**config.mk**
```make
export PLATFORM = sky130hd
export DESIGN_NAME = mrs_matrix
export DESIGN_NICKNAME = d
export VERILOG_FILES = /design/src/verilog/mrs_pkg.sv /design/src/verilog/mrs_matrix.sv /design/src/verilog/mrs_fifo.sv
export VERILOG_INCLUDE_DIRS = /design/src /design/src/verilog
export SDC_FILE = /design/constraint.sdc
export NUM_CORES = 1
export LEC_CHECK = 0
export BUFFER_PORTS_ARGS = -buffer_cell sky130_fd_sc_hd__clkbuf_2
export CORE_ASPECT_RATIO = 1.5
export CORE_MARGIN = 2
export CORE_UTILIZATION = 61
export CTS_BUF_LIST = sky130_fd_sc_hd__clkbuf_8
export DETAILED_ROUTE_END_ITERATION = 8
export PLACE_DENSITY_LB_ADDON = 0.05
export SYNTH_ARGS = -nofsm -noshare
export SYNTH_HDL_FRONTEND = slang
export SYNTH_HIERARCHICAL = 1
export SYNTH_SLANG_ARGS = --single-unit
```
**constraint.sdc**
```tcl
create_clock -name CLK -period 9.5 [get_ports CLK]
set_input_delay 1.9 -clock CLK [delete_from_list [all_inputs] [get_ports CLK]]
set_output_delay 1.9 -clock CLK [all_outputs]
set_load 0.05 [all_outputs]
```
**src/verilog/mrs_cfg.svh**
```systemverilog
// Purpose: Named constants for the multiplicand read-out shift matrix
// Assumes: One clock, one primary cycle split into half index points
// Notes:   Definitions only; included by the package and the top module
`ifndef MRS_CFG_SVH
`define MRS_CFG_SVH

// Datapath shape
`define MRS_POSITIONS 6
`define MRS_PROD_POSITIONS 12
`define MRS_DIGIT_W 4
`define MRS_WORD_W 24
`define MRS_FIFO_DEPTH 16

// Digit values
`define MRS_DIGIT_ZERO 4'h0
`define MRS_DIGIT_NINE 4'h9

// Clocks spent on each half index point
`define MRS_HALF_CLKS 2'h2
`define MRS_SUB_ZERO 2'h0
`define MRS_SUB_ONE 2'h1

// Half-point counter: 16 index points, two halves each
`define MRS_HP_ZERO 5'h00
`define MRS_HP_ONE 5'h01
`define MRS_HP_LAST 5'h1F

// Index points of the primary cycle
`define MRS_PT_FIRST_PULSE 4'h1
`define MRS_PT_LAST_PULSE 4'hA
`define MRS_PT_STOP 4'hA
`define MRS_PT_WIN_END 4'hE

// Secondary timer and column shift counter
`define MRS_SEC_ZERO 4'h0
`define MRS_SEC_LAST 4'h9
`define MRS_SEC_ONE 4'h1
`define MRS_COL_ZERO 3'h0
`define MRS_COL_LAST 3'h5
`define MRS_COL_ONE 3'h1

// Product offset of the first column shift cycle
`define MRS_COL_BASE 4'h5

`endif

```
**src/verilog/mrs_pkg.sv**
```systemverilog
// Purpose: Types shared by the read-out shift matrix modules
// Assumes: mrs_cfg.svh supplies the widths
// Notes:   Types only; numbers live in the header
`include "mrs_cfg.svh"

package mrs_pkg;

    // One decimal counter position
    typedef logic [`MRS_DIGIT_W-1:0] mrs_digit_t;

    // Column shift cycle number, 0 for the first column
    typedef logic [2:0] mrs_col_t;

    // Product pulse vector, bit 0 is product position 1
    typedef logic [`MRS_PROD_POSITIONS-1:0] mrs_prod_t;

    // Multiplicand row vector, bit 0 is multiplicand position 1
    typedef logic [`MRS_POSITIONS-1:0] mrs_row_t;

    // Sequencer states
    typedef enum logic [0:0] {
        MRS_IDLE,
        MRS_RUN
    } mrs_state_t;

endpackage

```
**src/verilog/mrs_matrix.sv**
```systemverilog
// Purpose: Multiplicand read-out latches and column shift switch matrix
// Assumes: Inputs come from logic on CLK; words queue in a FIFO
// Notes:   One multiplication runs six column shift cycles of ten
//          primary cycles; rolling enable is given per primary cycle
//
// Contract
// RULE1: Digit read out by counting rolling pulses
// RULE2: Entries start half point after zero, end 10
// RULE3: Carries on index points, pulses on mid points
// RULE4: Roll 9 to 0 sets row latch
// RULE5: All latches clear at point 10
// RULE6: Stop pulse blocks latch set; zero sends none
// RULE7: Stop pulse from window leading edge, 10-14
// RULE8: First column maps positions 1-6 to 6-11
// RULE9: Product position 12 never driven by cells
// RULE10: Each later column shifts mapping down one
// RULE11: One column pulsed, ten pulses, own cycle
// RULE12: Row stays enabled until end of adding
// RULE13: Position k reaches products k through k+5
// RULE14: Cell passes pulse when row and column
// RULE15: Column pulses at 1.5 through 10.5
// RULE16: Ten rolling pulses per cycle while enabled
// RULE17: Cells of one product merge onto one output
// RULE18: Column counter advances on secondary wrap 9-0
`timescale 1ns/1ns
`default_nettype none
`include "mrs_cfg.svh"

module mrs_matrix (
    input wire logic CLK, // 100 MHz clock
    input wire logic SRST, // Synchronous reset, high
    input wire logic CE, // Clock enable, freezes all state
    input wire logic IN_VALID, // Multiplicand word offered
    output logic IN_READY, // FIFO can take the word
    input wire logic [`MRS_WORD_W-1:0] IN_DATA, // Six BCD digits
    input wire logic ROLL_EN, // Add in the next primary cycle
    output mrs_pkg::mrs_prod_t PROD_PULSE, // Entry pulses to product
    output mrs_pkg::mrs_row_t READOUT_LATCH, // Row enables
    output mrs_pkg::mrs_row_t COL_PULSE, // Column pulse, one-hot
    output mrs_pkg::mrs_col_t COL_INDEX, // Column shift cycle number
    output logic BUSY, // Multiplication in progress
    output logic DONE // One-cycle pulse after sixth column
);

    import mrs_pkg::*;

    // Product index that multiplicand row i reaches in column c
    function automatic logic [3:0] prod_index(input logic [2:0] row,
                                              input logic [2:0] col);
        prod_index = {1'b0, row} + `MRS_COL_BASE - {1'b0, col}; // [RULE13]
    endfunction

    // True when an index point lies in an inclusive range
    function automatic logic in_range(input logic [3:0] pt,
                                      input logic [3:0] lo,
                                      input logic [3:0] hi);
        in_range = (pt >= lo) && (pt <= hi);
    endfunction

    mrs_state_t state_r; // Sequencer state
    mrs_state_t state_nxt; // Next sequencer state
    logic [1:0] sub_r; // Clocks within a half point
    logic [4:0] hp_r; // Half-point position in the primary cycle
    logic [3:0] sec_r; // Secondary timer, primary cycles 0..9
    mrs_col_t col_r; // Column shift cycle
    logic add_r; // Current primary cycle adds
    logic late_cycle_window_r; // High over points 10 through 14
    mrs_digit_t digit_r [`MRS_POSITIONS]; // Multiplicand counters
    mrs_row_t readout_latch_r; // Read-out latches
    mrs_prod_t prod_pulse_r; // Registered entry pulses
    mrs_row_t col_pulse_r; // Registered column pulse
    logic done_r; // Registered done pulse
    mrs_prod_t prod_nxt; // Merged cell outputs
    mrs_row_t col_nxt; // Column pulse decode
    logic fifo_valid; // Word waiting
    logic fifo_pop; // Take a word to start
    logic [`MRS_WORD_W-1:0] fifo_data; // Oldest word
    logic tick; // End of a half point
    logic at_int; // Tick on an integer index point
    logic at_mid; // Tick on a mid-index point
    logic [3:0] point; // Index point number
    logic cycle_end; // Last tick of the primary cycle
    logic sec_wrap; // Secondary timer goes 9 to 0
    logic roll_pulse; // Rolling pulse to all counters
    logic stop_pulse_driver; // Point-10 stop pulse
    logic win_now; // Window level for this point
    logic col_strobe; // Column pulse time
    logic run; // Sequencer is running

    assign run = (state_r == MRS_RUN);
    assign tick = CE && run && (sub_r == `MRS_HALF_CLKS - `MRS_SUB_ONE);
    assign point = hp_r[4:1];
    assign at_int = tick && !hp_r[0];
    assign at_mid = tick && hp_r[0];
    assign cycle_end = tick && (hp_r == `MRS_HP_LAST);
    assign sec_wrap = cycle_end && (sec_r == `MRS_SEC_LAST);
    assign fifo_pop = CE && (state_r == MRS_IDLE) && fifo_valid;

    // Ten rolling pulses at points 1..10 on adding cycles
    assign roll_pulse = at_int && add_r && // [RULE16][RULE3]
        in_range(point, `MRS_PT_FIRST_PULSE, `MRS_PT_LAST_PULSE);

    // Window covers 10..14; its rising edge makes the stop pulse
    assign win_now = in_range(point, `MRS_PT_STOP, `MRS_PT_WIN_END);
    assign stop_pulse_driver = at_int && win_now && // [RULE7]
        !late_cycle_window_r;
    // Column pulses at 1.5..10.5, only on adding cycles
    assign col_strobe = at_mid && add_r && // [RULE15][RULE3]
        in_range(point, `MRS_PT_FIRST_PULSE, `MRS_PT_LAST_PULSE);

    // Queue of multiplicand words ahead of the counters
    mrs_fifo #(
        .WIDTH(`MRS_WORD_W),
        .DEPTH(`MRS_FIFO_DEPTH)
    ) u_mrs_fifo (
        .clk(CLK),
        .srst(SRST),
        .ce(CE),
        .in_valid(IN_VALID),
        .in_ready(IN_READY),
        .in_data(IN_DATA),
        .out_valid(fifo_valid),
        .out_ready(fifo_pop),
        .out_data(fifo_data)
    );

    // Sequencer next state
    always_comb
    begin
        state_nxt = state_r;
        unique case (state_r)
            MRS_IDLE:
            begin
                // Start when a word is queued
                if (fifo_valid)
                begin
                    state_nxt = MRS_RUN;
                end
            end
            MRS_RUN:
            begin
                // Finish after the sixth column shift cycle
                if (sec_wrap && (col_r == `MRS_COL_LAST))
                begin
                    state_nxt = MRS_IDLE;
                end
            end
        endcase
    end

    // Sequencer state
    always_ff @(posedge CLK)
    begin
        if (SRST)
        begin
            state_r <= MRS_IDLE;
        end
        else if (CE)
        begin
            state_r <= state_nxt;
        end
    end

    // Half-point prescaler and position in the primary cycle
    always_ff @(posedge CLK)
    begin
        if (SRST || fifo_pop)
        begin
            sub_r <= `MRS_SUB_ZERO;
            hp_r <= `MRS_HP_ZERO;
        end
        else if (CE && run)
        begin
            if (tick)
            begin
                sub_r <= `MRS_SUB_ZERO;
                hp_r <= hp_r + `MRS_HP_ONE; // Wraps at 31 to 0
            end
            else
            begin
                sub_r <= sub_r + `MRS_SUB_ONE;
            end
        end
    end

    // Secondary timer and column shift counter
    always_ff @(posedge CLK)
    begin
        if (SRST || fifo_pop)
        begin
            sec_r <= `MRS_SEC_ZERO;
            col_r <= `MRS_COL_ZERO;
        end
        else if (cycle_end)
        begin
            if (sec_wrap)
            begin
                sec_r <= `MRS_SEC_ZERO;
                col_r <= col_r + `MRS_COL_ONE; // [RULE18]
            end
            else
            begin
                sec_r <= sec_r + `MRS_SEC_ONE;
            end
        end
    end

    // Adding decision taken at the start of each primary cycle
    always_ff @(posedge CLK)
    begin
        if (SRST || fifo_pop)
        begin
            add_r <= 1'b0;
        end
        else if (tick && (hp_r == `MRS_HP_ZERO))
        begin
            // Sampled at point 0 so the whole train sees one value
            add_r <= ROLL_EN;
        end
    end

    // Window level, updated on integer points only
    always_ff @(posedge CLK)
    begin
        if (SRST)
        begin
            late_cycle_window_r <= 1'b0;
        end
        else if (at_int)
        begin
            late_cycle_window_r <= win_now;
        end
    end

    // One counter and one read-out latch per multiplicand position
    genvar gi;
    generate
        for (gi = 0; gi < `MRS_POSITIONS; gi++)
        begin : g_pos
            // Counter rolls through the full decade and ends on its
            // own digit again, so the stored multiplicand survives
            always_ff @(posedge CLK)
            begin
                if (SRST)
                begin
                    digit_r[gi] <= `MRS_DIGIT_ZERO;
                end
                else if (fifo_pop)
                begin
                    digit_r[gi] <= fifo_data[gi*`MRS_DIGIT_W +:
                                             `MRS_DIGIT_W];
                end
                else if (roll_pulse)
                begin
                    if (digit_r[gi] == `MRS_DIGIT_NINE)
                    begin
                        digit_r[gi] <= `MRS_DIGIT_ZERO; // [RULE1]
                    end
                    else
                    begin
                        digit_r[gi] <= digit_r[gi] + 4'h1; // [RULE1]
                    end
                end
            end

            // Stop wins over a carry at 10, so a zero digit never
            // opens its row; the row then holds until the stop
            always_ff @(posedge CLK)
            begin
                if (SRST || fifo_pop)
                begin
                    readout_latch_r[gi] <= 1'b0;
                end
                else if (stop_pulse_driver)
                begin
                    readout_latch_r[gi] <= 1'b0; // [RULE5] [RULE6]
                end
                else if (roll_pulse &&
                         (digit_r[gi] == `MRS_DIGIT_NINE))
                begin
                    readout_latch_r[gi] <= 1'b1; // [RULE4] [RULE12]
                end
            end
        end
    endgenerate

    // Column decode: only the current column is ever pulsed
    always_comb
    begin
        col_nxt = '0;
        if (col_strobe)
        begin
            col_nxt[col_r] = 1'b1; // [RULE11]
        end
    end

    // Switch cells merged per product position
    always_comb
    begin
        prod_nxt = '0;
        for (int i = 0; i < `MRS_POSITIONS; i++) // [RULE17]
        begin
            // Cell is an AND of row latch and column pulse; at most
            // one cell per product conducts, so an OR merges them
            if (readout_latch_r[i] && col_nxt[col_r]) // [RULE14][RULE2]
            begin
                prod_nxt[prod_index(i[2:0], col_r)] = 1'b1; // [RULE8][RULE10]
            end
        end
        // Top product position only gathers carries
        prod_nxt[`MRS_PROD_POSITIONS-1] = 1'b0; // [RULE9]
    end

    // Output registers
    always_ff @(posedge CLK)
    begin
        if (SRST)
        begin
            prod_pulse_r <= '0;
            col_pulse_r <= '0;
            done_r <= 1'b0;
        end
        else if (CE)
        begin
            prod_pulse_r <= prod_nxt;
            col_pulse_r <= col_nxt;
            done_r <= sec_wrap && (col_r == `MRS_COL_LAST);
        end
    end

    assign PROD_PULSE = prod_pulse_r;
    assign COL_PULSE = col_pulse_r;
    assign READOUT_LATCH = readout_latch_r;
    assign COL_INDEX = col_r;
    assign BUSY = (state_r == MRS_RUN);
    assign DONE = done_r;

endmodule // mrs_matrix

`default_nettype wire

```
**src/verilog/mrs_fifo.sv**
```systemverilog
// Purpose: Flop-based FIFO holding queued multiplicand words
// Assumes: Same clock as its user; push and pop may share a cycle
// Notes:   Full and empty come from pointers with one wrap bit
`timescale 1ns/1ns
`default_nettype none

module mrs_fifo #(
    parameter int WIDTH = 24, // Word width
    parameter int DEPTH = 16  // Entries, power of two
) (
    input wire logic clk, // Clock
    input wire logic srst, // Synchronous reset, high
    input wire logic ce, // Clock enable
    input wire logic in_valid, // Word offered
    output logic in_ready, // Room available
    input wire logic [WIDTH-1:0] in_data, // Word in
    output logic out_valid, // Word available
    input wire logic out_ready, // Drain takes word
    output logic [WIDTH-1:0] out_data // Oldest word
);

    localparam int AW = $clog2(DEPTH);

    logic [WIDTH-1:0] mem_r [DEPTH]; // Storage flops
    logic [AW:0] wr_ptr_r; // Write pointer with wrap bit
    logic [AW:0] rd_ptr_r; // Read pointer with wrap bit
    logic push; // Accepted write
    logic pop; // Accepted read
    logic [AW:0] wr_ptr_nxt; // Write pointer after this edge
    logic [AW:0] rd_ptr_nxt; // Read pointer after this edge
    logic in_ready_r; // Registered room flag

    assign in_ready = in_ready_r;
    assign wr_ptr_nxt = push ? wr_ptr_r + (AW+1)'(1) : wr_ptr_r;
    assign rd_ptr_nxt = pop ? rd_ptr_r + (AW+1)'(1) : rd_ptr_r;
    assign out_valid = (wr_ptr_r != rd_ptr_r);
    assign out_data = mem_r[rd_ptr_r[AW-1:0]];
    assign push = ce && in_valid && in_ready;
    assign pop = ce && out_valid && out_ready;

    // Storage write; no reset needed since empty hides stale data
    always_ff @(posedge clk)
    begin
        if (push)
        begin
            mem_r[wr_ptr_r[AW-1:0]] <= in_data;
        end
    end

    // Pointers
    always_ff @(posedge clk)
    begin
        if (srst)
        begin
            wr_ptr_r <= '0;
            rd_ptr_r <= '0;
        end
        else
        begin
            wr_ptr_r <= wr_ptr_nxt;
            rd_ptr_r <= rd_ptr_nxt;
        end
    end

    // Room flag kept in a flop so the top's IN_READY is registered; it
    // looks ahead to the pointers this edge loads, so no word is lost.
    // Full when indices match and wrap bits differ.
    always_ff @(posedge clk)
    begin
        if (srst)
        begin
            in_ready_r <= 1'b1;
        end
        else
        begin
            in_ready_r <= !((wr_ptr_nxt[AW] != rd_ptr_nxt[AW]) &&
                (wr_ptr_nxt[AW-1:0] == rd_ptr_nxt[AW-1:0]));
        end
    end

endmodule // mrs_fifo

`default_nettype wire

```
==> results of run 1 <==
==> cells by family (layout without fill, tap and decap cells) <==
group | count (synthesis) | after routing
AOI/OAI and AO/OA | 103 | 103
DFF | 460 | 460
buffers and inverters | 76 | 212
muxes | 126 | 126
other | 1 | 1
xor gates and xnor gates | 37 | 37
adders and majority gates | 34 | 34
and+or+nand+nor | 198 | 198
==> registers in the layout, summed over array words and instances (netlist names) <==
| signal | cells |
|---|---|
| DONE | 1 |
| READOUT_LATCH | 6 |
| sub_r | 2 |
| hp_r | 5 |
| digit_r | 24 |
| u_mrs_fifo/in_ready | 1 |
| sec_r | 4 |
| add_r | 1 |
| COL_INDEX | 3 |
| u_mrs_fifo/wr_ptr_r | 5 |
| late_cycle_window_r | 1 |
| BUSY | 1 |
| COL_PULSE | 6 |
| u_mrs_fifo/mem_r | 384 |
| u_mrs_fifo/rd_ptr_r | 5 |
| PROD_PULSE | 11 |
==> power by group through the flow <==
| stage | Clock, uW | Sequential, uW | Combinational (uW) |
|---|---|---|---|
| after floorplan | 0 | 2270 | 53.4 |
| after global placement | 0 | 2270 | 98.7 |
| after detailed placement | 0 | 2270 | 101 |
| after CTS | 1460 | 2220 | 101 |
| after global routing | 1550 | 2230 | 110 |
| final | 1420 | 2220 | 99.2 |
==> worst max-delay path: stages (launching register included) <==
cell and delay [ns]:
dfxtp_2 0.97, xor2_1 0.22, nor4_4 0.51, nand2_1 0.09
nand3b_1 0.18, inv_1 0.10, nor2_1 0.62, nand3_1 0.61
or2_1 0.46, o21ai_0 0.18
==> how the worst min path moves through the flow <==
stage,cells after the start,endpoint,startpoint
global route,2,PROD_PULSE[0],PROD_PULSE[0]
detailed placement,2,PROD_PULSE[2],PROD_PULSE[2]
floorplan,2,late_cycle_window_r,late_cycle_window_r
CTS,2,PROD_PULSE[2],PROD_PULSE[2]
finish,2,PROD_PULSE[2],PROD_PULSE[2]
global placement,2,PROD_PULSE[7],PROD_PULSE[7]
==> placed cells by master (no fill, tap or decap), drive strengths merged, types with 6 or more instances in the layout <==
master,synthesis,layout
o21ai,28,28
xor2,16,16
nor2,57,57
nand2b,14,14
nand2,60,60
a22o,7,7
buf,31,13
clkbuf,22,127
mux2i,6,6
and3b,6,6
o31ai,8,8
a22oi,7,7
nor3,6,6
clkinv,0,28
xnor2,19,19
edfxtp,408,408
a21oi,24,24
mux4,120,120
dfxtp,52,52
ha,34,34
inv,23,42
nand4,8,8
nand3,18,18
==> Yosys cell counts, types with 2 or more instances <==
library cell  instances  area (um2)
o21bai_1              2        15.0
a211oi_1              2        15.0
mux2i_1               6        60.1
a21boi_0              4        30.0
o31ai_1               8        60.1
buf_4                 2        15.0
edfxtp_1            408       12300
o21ai_1               9        45.0
buf_2                20         100
nand2b_1             14        87.6
nand3_1              18        90.1
or2_1                 2        12.5
a32oi_1               2        17.5
and3b_1               6        52.6
nor4_1                2        12.5
or3_1                 2        12.5
o21ai_0              19        95.1
a22o_1                7        61.3
clkbuf_1             22        82.6
nor2b_1               5        31.3
nor3_1                6        30.0
nor2_1               57         214
a222oi_1              4        40.0
inv_1                23        86.3
a21oi_1              24         120
a31oi_1               2        12.5
a22oi_1               7        52.6
ha_1                 34         425
nand3b_1              3        22.5
dfxtp_1              52        1040
mux4_2              120        2700
a32o_1                3        30.0
buf_1                 5        18.8
xnor2_1              19         166
and3_1                5        31.3
and2_1                2        12.5
nand2_1              59         221
nor3b_1               3        22.5
buf_6                 3        33.8
a221oi_1              4        35.0
xor2_1               16         140
nand4_1               8        50.1
==> area by class of cell <==
cell class | count | area [um2] | share of cell area [%]
Inverter | 23 | 86.3 | 0.416
Tap cell | 400 | 500 | 2.41
Multi-Input combinational cell | 499 | 5310 | 25.6
Timing Repair Buffer | 70 | 383 | 1.84
Sequential cell | 460 | 13300 | 64.0
Clock inverter | 49 | 231 | 1.11
Clock buffer | 70 | 963 | 4.64
==> routing by layer <==
layer | up-vias | wire [um] | GRT usage (%)
li1 | 4307 | - | -
met1 | 4936 | 14500 | 29.8
met2 | 218 | 20000 | 42.8
met3 | 63 | 1500 | 4.16
met4 | 0 | 1070 | 9.74
met5 | - | 0 | 0
==> stage by stage <==
stage | hold WS [ns] | area, um2 | power [uW] | utilization [%]
3_5_place_dp | 0.442 | 19600 | 2370 | 64.5
2_1_floorplan | 0.454 | 18800 | 2320 | -
3_3_place_gp | 0.437 | 19600 | 2370 | 64.5
6_report | 0.446 | 20800 | 3740 | 68.5
5_1_grt | 0.469 | 20800 | 3880 | 68.5
4_1_cts | 0.450 | 20800 | 3790 | 68.5
==> flow_metrics.py, run 1 <==
metrics = {
    "outcome": {
        "run_status": "completed",
    },
    "pwr": {
        "p_sw_share_pct": 20.9,
        "pwr-share-seq_pct": 59.4,
        "cell_internal_pwr_uw": 2960,
        "p_per_area_nw_per_um2": 180,
        "p_clk_share_pct": 37.9,
        "ir_worst_vdd_mv": 0.148,
        "power.net_switching_uw": 782,
        "power_frac_comb_pct": 2.6,
        "static-leakage-power_uw": 0.00674,
    },
    "timing": {
        "max-slew-margin-rel_pct": 33.7,
        "timing.final.max_slew_violations": 0,
        "period_minus_slack_ns": 4.13,
        "unrepaired_setup_endpoints_after_global_routing": "false",
        "fin_skew_ns": 0.0178,
        "achievable-frequency_ghz": 0.242,
        "transition_at_the_pin_with_the_smallest_max_transition_slack_ns": 0.993,
        "final-setup-viol-count": 0,
        "final.period_utilization_pct": 43.4,
        "finalSetupTns_ns": 0,
        "final_count_of_hold_timing_violations": 0,
        "worst_slack_ns": 5.37,
    },
    "grt": {
        "residual_overflow_from_global_routing": 0,
        "antenna_violations_before_repair": 0,
        "grt_max_degree": 65,
        "first_global_vias": 9847,
        "wire_length_of_the_first_global_routing_pass_um": 57600,
        "grt_usage_pct": 24.2,
    },
    "clock_network": {
        "cts-root-to-sink-buffers": 3,
        "cts_inserted_buffers": 67,
        "worstSkewPairLatency_ns": 0.61,
        "cts-root-buf": "clkbuf_8",
        "post_cts_hold_buffer_count": 0,
        "clock_slew_at_the_register_clock_pins_of_the_worst_setup_and_hold_paths_ns": 0.07,
        "cts-resized-gates": 0,
        "cts_tree": "done",
        "htree_num_levels": 3,
        "cts.sink_count": 460,
        "postCtsSetupBuffers": 0,
    },
    "floorplanning": {
        "floorplan.rows": 78,
        "die_y_um": 219,
        "die_area_um2": 32400,
        "pin_count": 59,
        "start_util_pct": 62.1,
        "die_width_um": 148,
        "coreArea_um2": 30400,
    },
    "layout": {
        "diodes": 0,
        "nFillCells": 2034,
        "syn_to_final_growth_pct": 10.2,
        "drive_above_1_share_pct": 25.4,
        "final_nets": 1184,
        "stdcell_count": 1571,
    },
    "synth": {
        "synth_top_family_by_area": "multiplexers",
        "synth.yosys.warnings": 6,
        "syn-instance-count": 1035,
        "synth-seq-cells": 460,
        "post_synth_fa_ha_maj_area_fraction_pct": 2.26,
        "syn_nets": 1098,
        "synth.avg_cell_area_um2": 18.2,
        "synth-edff-count": 408,
        "synth-compound-area-share_pct": 3.70,
        "synth_flop_cell": "edfxtp_1",
        "synth.mux.area_fraction_pct": 14.7,
        "ys_seq_area_share_pct": 70.5,
        "yosys_cell_types": 58,
        "syn_area_um2": 18800,
        "synth-xor-area-share_pct": 1.87,
        "share_of_synthesized_flip_flops_with_an_asynchronous_set_or_reset_pct": 0,
        "synth-simple-area-share_pct": 5.10,
    },
    "setup_path": {
        "crit-reg2reg-launch": "u_mrs_fifo/rd_ptr_r[3]",
        "worstSetupPathType": "reg -> reg",
        "critical_path.startpoint": "u_mrs_fifo/rd_ptr_r[3]",
        "worstPathRequired_ns": 9.94,
        "internal_reg_to_reg_setup_slack_ns": 5.37,
        "critical_path.reg2reg.endpoint": "digit_r[2][0]",
        "path_max_fanout": 28,
        "end_kind": "register",
        "worstSetupStartpointType": "register",
        "cp-endpoint": "digit_r[2][0]",
        "r2r_cells": 9,
        "worstPathArrival_ns": 4.57,
    },
    "routing": {
        "drt-total-wl_um": 37100,
        "via_count": 9524,
        "postRouteAntennaNets": 0,
        "first_iter_violations": 619,
        "drc": 0,
        "dr.pass1.iters": 5,
        "drt-wirelength-per-cell_um": 23.6,
        "routed_via_density": 6.06,
    },
    "job": {
        "cap_violations": 0,
    },
    "placed_design": {
        "pre_cts_setup_slack_ns": 4.94,
        "io_buffers": 57,
        "hpwlAfterDp_um": 22400,
        "gp_routability_congestion": 0.944,
        "placedCellCount": 1452,
    },
    "min_path": {
        "holdCritPathClass": "reg -> reg",
    },
}
(Power assumes the default switching activity.)
==> run 2, diff against run 1 <==
- ABC_AREA: not set -> 1
- CORE_UTILIZATION: 61 -> 58
- clock period: 9.5 -> 3.6 ns (I/O delays scaled with it)
==> run 2 against run 1 <==
Sequential share of layout area is 2.9 points lower. Via count grew 46%. Clock skew grew 0.013 ns. Critical path depth decreased by 2. First-iteration DRC count increased by 95%. Worst hold slack got worse by 0.037 ns. Critical path type unchanged. Largest power group unchanged.
==> flow_metrics.py, run 2 <==
metrics = {
    "floorplanning": {
        "coreArea_um2": 33400,
        "die_width_um": 154,
        "start_util_pct": 58.9,
        "die_area_um2": 35500,
        "floorplan.rows": 82,
        "die_y_um": 230,
        "pin_count": 59,
    },
    "setup_path": {
        "timing.critical_path.slowest_cell_delay_ns": 0.58,
        "crit_top_cell": "o21ai_0",
        "critPathSlowestCell": "dfxtp_4",
        "crit_path_cell_trace": "buf_12 -> o21ai_0 -> o22ai_1 -> o21ai_0 -> o22ai_1 -> nand3_1 -> o21ai_0",
        "cp_num_buf_inv": 1,
        "crit-reg2reg-launch": "u_mrs_fifo/rd_ptr_r[0]",
        "worstSetupPathType": "reg -> reg",
        "internal_reg_to_reg_setup_slack_ns": 0.84,
        "worstPathRequired_ns": 4.06,
        "path_max_fanout": 167,
        "critical_path.startpoint": "u_mrs_fifo/rd_ptr_r[0]",
        "path_delay_family": "compound AO/OA/AOI/OAI gates",
        "worstPathArrival_ns": 3.22,
        "end_kind": "register",
        "worstSetupStartpointType": "register",
    },
    "synth": {
        "synth-edff-count": 408,
        "synth.yosys.warnings": 6,
        "share_of_the_synthesized_area_in_the_top_cell_type_pct": 62.2,
        "yosys_cell_types": 39,
        "share_of_synthesized_flip_flops_with_an_asynchronous_set_or_reset_pct": 0,
        "synth.top_cells.by_count": "408 x edfxtp_1, 319 x nor2_1, 244 x o21ai_0, 150 x nand2_1, 114 x o22ai_1",
        "synth_flop_cell": "edfxtp_1",
        "ys_seq_area_share_pct": 67.5,
        "synth.avg_cell_area_um2": 11.2,
        "syn_area_um2": 19700,
        "synth-seq-cells": 460,
        "yosys-top-cells-area": "edfxtp_1 62%, o21ai_0 6.2%, nor2_1 6.1%",
        "synth.largest_area_cell": "edfxtp_1",
        "yosysMostFrequentCell": "edfxtp_1",
        "syn-instance-count": 1761,
        "syn_nets": 1824,
    },
    "layout": {
        "nFillCells": 2654,
        "diodes": 0,
        "layout_utilization_pct": 65.0,
        "largest_reg_flops": 384,
        "final_nets": 1892,
        "mostFrequentLayoutCells": "408 x edfxtp_1, 304 x nor2_1, 244 x o21ai_0",
        "drive_above_1_share_pct": 12.3,
        "syn_to_final_growth_pct": 10.4,
        "final_common_cell": "edfxtp_1",
    },
    "timing": {
        "unrepaired_setup_endpoints_after_global_routing": "false",
        "transition_at_the_pin_with_the_smallest_max_transition_slack_ns": 1.06,
        "timing.final.max_slew_violations": 0,
        "fin_skew_ns": 0.0306,
        "final-setup-viol-count": 0,
        "achievable-frequency_ghz": 0.362,
        "max-slew-margin-rel_pct": 29.6,
        "period_minus_slack_ns": 2.76,
        "final.period_utilization_pct": 76.7,
        "finalSetupTns_ns": 0,
        "final_count_of_hold_timing_violations": 0,
    },
    "pwr": {
        "p_per_area_nw_per_um2": 467,
        "ir_worst_vdd_mv": 0.349,
        "static-leakage-power_uw": 0.00775,
    },
    "outcome": {
        "run_status": "completed",
    },
    "clock_network": {
        "cts_tree": "done",
        "cts-root-buf": "clkbuf_8",
        "cts-root-to-sink-buffers": 3,
        "worstSkewPairLatency_ns": 0.62,
        "cts.sink_count": 460,
        "clock_slew_at_the_register_clock_pins_of_the_worst_setup_and_hold_paths_ns": 0.06,
        "cts_inserted_buffers": 70,
        "post_cts_hold_buffer_count": 0,
        "cts-resized-gates": 0,
        "postCtsSetupBuffers": 0,
        "htree_num_levels": 3,
    },
    "grt": {
        "residual_overflow_from_global_routing": 0,
        "antenna_violations_before_repair": 0,
        "wire_length_of_the_first_global_routing_pass_um": 77500,
        "grt_max_degree": 168,
        "first_global_vias": 13700,
        "grt_usage_pct": 28.9,
    },
    "routing": {
        "drc": 0,
        "dr.pass1.iters": 5,
        "routed_via_density": 6.06,
        "drt-wirelength-per-cell_um": 22.0,
        "postRouteAntennaNets": 0,
        "first_iter_violations": 1209,
        "drt-total-wl_um": 50500,
        "via_count": 13900,
    },
    "placed_design": {
        "gp_routability_congestion": 0.907,
        "io_buffers": 57,
        "hpwlAfterDp_um": 29000,
    },
    "min_path": {
        "worstHoldStart": "ROLL_EN",
        "holdCritPathClass": "in -> reg",
    },
    "job": {
        "cap_violations": 0,
    },
}
[run 2: changes by cell type after synthesis, sizes merged, moves of 9 or more]
cell / delta
xnor2: -9
nand2: +93
o22ai: +114
nand3: +66
a21oi: +31
nor2: +268
clkbuf: +40
mux4: -120
o21ai: +246
nand2b: -14
inv: +68
buf: +10
nand4: +21
[run 2: area by class of cell]
cell class / instances / area, um2 / area share [%]
flip-flops and latches: 460 / 13300 / 61.1
multi-input cells: 1107 / 5700 / 26.2
clock buffers: 74 / 1020 / 4.68
repair buffers: 99 / 651 / 2.99
well taps: 420 / 526 / 2.42
inverters: 91 / 344 / 1.58
clock inverters: 44 / 216 / 0.995
[run 2: worst paths after layout]
path,endpoint,cells past startpoint
setup / recovery,digit_r[0][2],7
hold / removal,add_r,3
setup reg to reg,digit_r[0][2],7
hold reg to reg,sub_r[1],2
[run 2: power by group]
group          internal (uW)  switching (uW)
Clock                   1970            1940
Combinational           95.8             270
Sequential              5860            32.5
Total                   7920            2240
[run 2: logic make-up after synthesis]
family          Yosys count  share of synthesized area [%]
fa+ha+maj                34                           2.16
xor+xnor                 20                          0.889
simple gates            597                           12.9
flops                   460                           67.5
buf+inv                 194                           4.18
compound gates          455                           12.4
other cells               1                         0.0190
[run 2: per-stage QoR]
stage	worst slack [ns]	cell area, um2	total power (uW)	std cells	hold WS [ns]
after floorplan	1.09	19700	6210	1761	0.430
after global placement	1.03	20500	6360	2177	0.440
after detailed placement	0.973	20500	6370	2177	0.454
after CTS	1.00	21800	10200	2295	0.361
after global routing	0.733	21800	10500	2295	0.451
final	0.839	21800	10200	2295	0.409
[run 2: worst reg2reg max path, stage by stage, from the launching register on]
cell	delay [ns]
dfxtp_4	0.58
buf_12	0.37
o21ai_0	0.66
o22ai_1	0.18
o21ai_0	0.10
o22ai_1	0.48
nand3_1	0.16
o21ai_0	0.09
[run 2: metal layers]
layer	share of wire (%)	vias up	global-route usage (%)	wire length, um
li1	-	6461	-	-
met3	5.9	112	4.60	3000
met5	0	-	0	0
met1	39	6804	35.7	19800
met4	3.4	0	11.9	1740
met2	51	542	50.8	26000
==> run 3, diff against run 2 <==
- CORE_UTILIZATION: 58 -> 61
- clock period: 3.6 -> 2.6 ns (I/O delays scaled with it)
==> run 3 against run 2 <==
Routed wire length is 2.0% higher. Setup slack worse by 0.52 ns. Die area is 4.8% lower. Critical path type unchanged. Critical endpoint is now PROD_PULSE[9]. Largest power group unchanged.
==> flow_metrics.py, run 3 (synthesis gave the netlist of run 2 again) <==
metrics = {
    "clock_network": {
        "post_cts_hold_buffer_count": 0,
        "clock_slew_at_the_register_clock_pins_of_the_worst_setup_and_hold_paths_ns": 0.06,
        "cts_inserted_buffers": 69,
        "worstSkewPairLatency_ns": 0.63,
        "postCtsSetupBuffers": 0,
        "cts-root-to-sink-buffers": 3,
        "cts_tree": "done",
        "cts-resized-gates": 0,
        "htree_num_levels": 3,
        "cts-root-buf": "clkbuf_8",
        "cts.sink_count": 460,
    },
    "timing": {
        "final_count_of_hold_timing_violations": 0,
        "fin_skew_ns": 0.0249,
        "finalSetupTns_ns": 0,
        "achievable-frequency_ghz": 0.438,
        "transition_at_the_pin_with_the_smallest_max_transition_slack_ns": 0.725,
        "final-setup-viol-count": 0,
        "timing.final.max_slew_violations": 0,
        "unrepaired_setup_endpoints_after_global_routing": "false",
        "final.period_utilization_pct": 87.7,
        "period_minus_slack_ns": 2.28,
        "fin_hold_ws_ns": 0.199,
        "max-slew-margin-rel_pct": 51.7,
    },
    "layout": {
        "drive_above_1_share_pct": 12.5,
        "layout_utilization_pct": 69.3,
        "final_nets": 1902,
        "mostFrequentLayoutCells": "408 x edfxtp_1, 304 x nor2_1, 244 x o21ai_0",
        "final_common_cell": "edfxtp_1",
        "largest_reg_flops": 384,
        "nFillCells": 2304,
        "diodes": 0,
        "multi_input_gate_area_in_the_final_layout_um2": 5700,
        "stdcell_count": 2299,
        "syn_to_final_growth_pct": 11.9,
        "reg_area_um2": 13300,
    },
    "setup_path": {
        "worstSetupPathType": "reg -> reg",
        "worstPathRequired_ns": 3.17,
        "worstSetupStartpointType": "register",
        "crit-reg2reg-launch": "COL_INDEX[2]",
        "critical_path.reg2reg.endpoint": "PROD_PULSE[9]",
        "worstPathArrival_ns": 2.85,
        "end_kind": "register",
        "path_max_fanout": 6,
        "internal_reg_to_reg_setup_slack_ns": 0.32,
        "r2r_cells": 12,
        "critical_path.startpoint": "COL_INDEX[2]",
        "cp-endpoint": "PROD_PULSE[9]",
    },
    "floorplanning": {
        "coreArea_um2": 31800,
        "die_area_um2": 33800,
        "floorplan.rows": 80,
        "die_width_um": 151,
        "pin_count": 59,
        "start_util_pct": 61.9,
        "die_y_um": 224,
    },
    "grt": {
        "antenna_violations_before_repair": 0,
        "grt_max_degree": 101,
        "first_global_vias": 13700,
        "wire_length_of_the_first_global_routing_pass_um": 78300,
        "residual_overflow_from_global_routing": 0,
        "grt_usage_pct": 31.4,
    },
    "placed_design": {
        "hpwlAfterDp_um": 28900,
        "gp_routability_congestion": 0.941,
        "placedCellCount": 2178,
        "io_buffers": 57,
    },
    "pwr": {
        "static-leakage-power_uw": 0.00790,
        "power_uw": 14000,
        "p_per_area_nw_per_um2": 636,
        "ir_worst_vdd_mv": 0.562,
    },
    "routing": {
        "postRouteAntennaNets": 0,
        "drc": 0,
        "via_count": 14200,
        "first_iter_violations": 1291,
        "dr.pass1.iters": 5,
        "drt-total-wl_um": 51500,
        "routed_via_density": 6.16,
        "drt-wirelength-per-cell_um": 22.4,
    },
    "min_path": {
        "holdCritPathClass": "in -> reg",
    },
    "job": {
        "cap_violations": 0,
    },
    "outcome": {
        "run_status": "completed",
    },
}
run 3: final cells by class:
cell class	count	share of cell area, %
multi-input cells	1107	25.9
flip-flops and latches	460	60.3
clock inverters	48	1.03
inverters	91	1.56
clock buffers	73	4.56
well taps	410	2.33
repair buffers	110	4.35
run 3: per-layer routing:
| metal | GRT usage [%] | part of all wire, % | up-vias |
|---|---|---|---|
| met1 | 38.8 | 38 | 6860 |
| met3 | 5.23 | 7.5 | 160 |
| li1 | - | - | 6474 |
| met4 | 18.6 | 5.1 | 0 |
| met5 | 0 | 0 | - |
| met2 | 51.9 | 50 | 662 |
run 3: worst min path at each step:
stage / start / end / slack (ns) / cells after the start
floorplan: sub_r[1] / sub_r[1] / 0.43 / 2
global placement: sub_r[1] / sub_r[1] / 0.44 / 2
detailed placement: COL_PULSE[1] / COL_PULSE[1] / 0.46 / 2
CTS: ROLL_EN / add_r / 0.17 / 3
global route: ROLL_EN / add_r / 0.20 / 3
finish: ROLL_EN / add_r / 0.20 / 3
run 3: stage by stage:
stage | cell area (um2) | worst slack (ns)
global route | 22000 | 0.101
detailed placement | 20800 | 0.293
CTS | 22000 | 0.396
floorplan | 19700 | 0.100
finish | 22000 | 0.319
global placement | 20800 | 0.321
run 3: power breakdown:
group          switching (uW)  internal [uW]
sequential               45.5           8110
clock                    2640           2690
combinational             384            142
total                    3070          10900
run 3: critical path: stages (launching register included):
cell	delay, ns
dfxtp_1	0.31
inv_1	0.21
ha_1	0.23
inv_1	0.12
nand2_1	0.09
nand3_1	0.08
nand2_1	0.10
nand3_2	0.16
nor2_1	0.38
nand2_1	0.16
a21oi_1	0.23
nor2_1	0.07
nor2_1	0.08
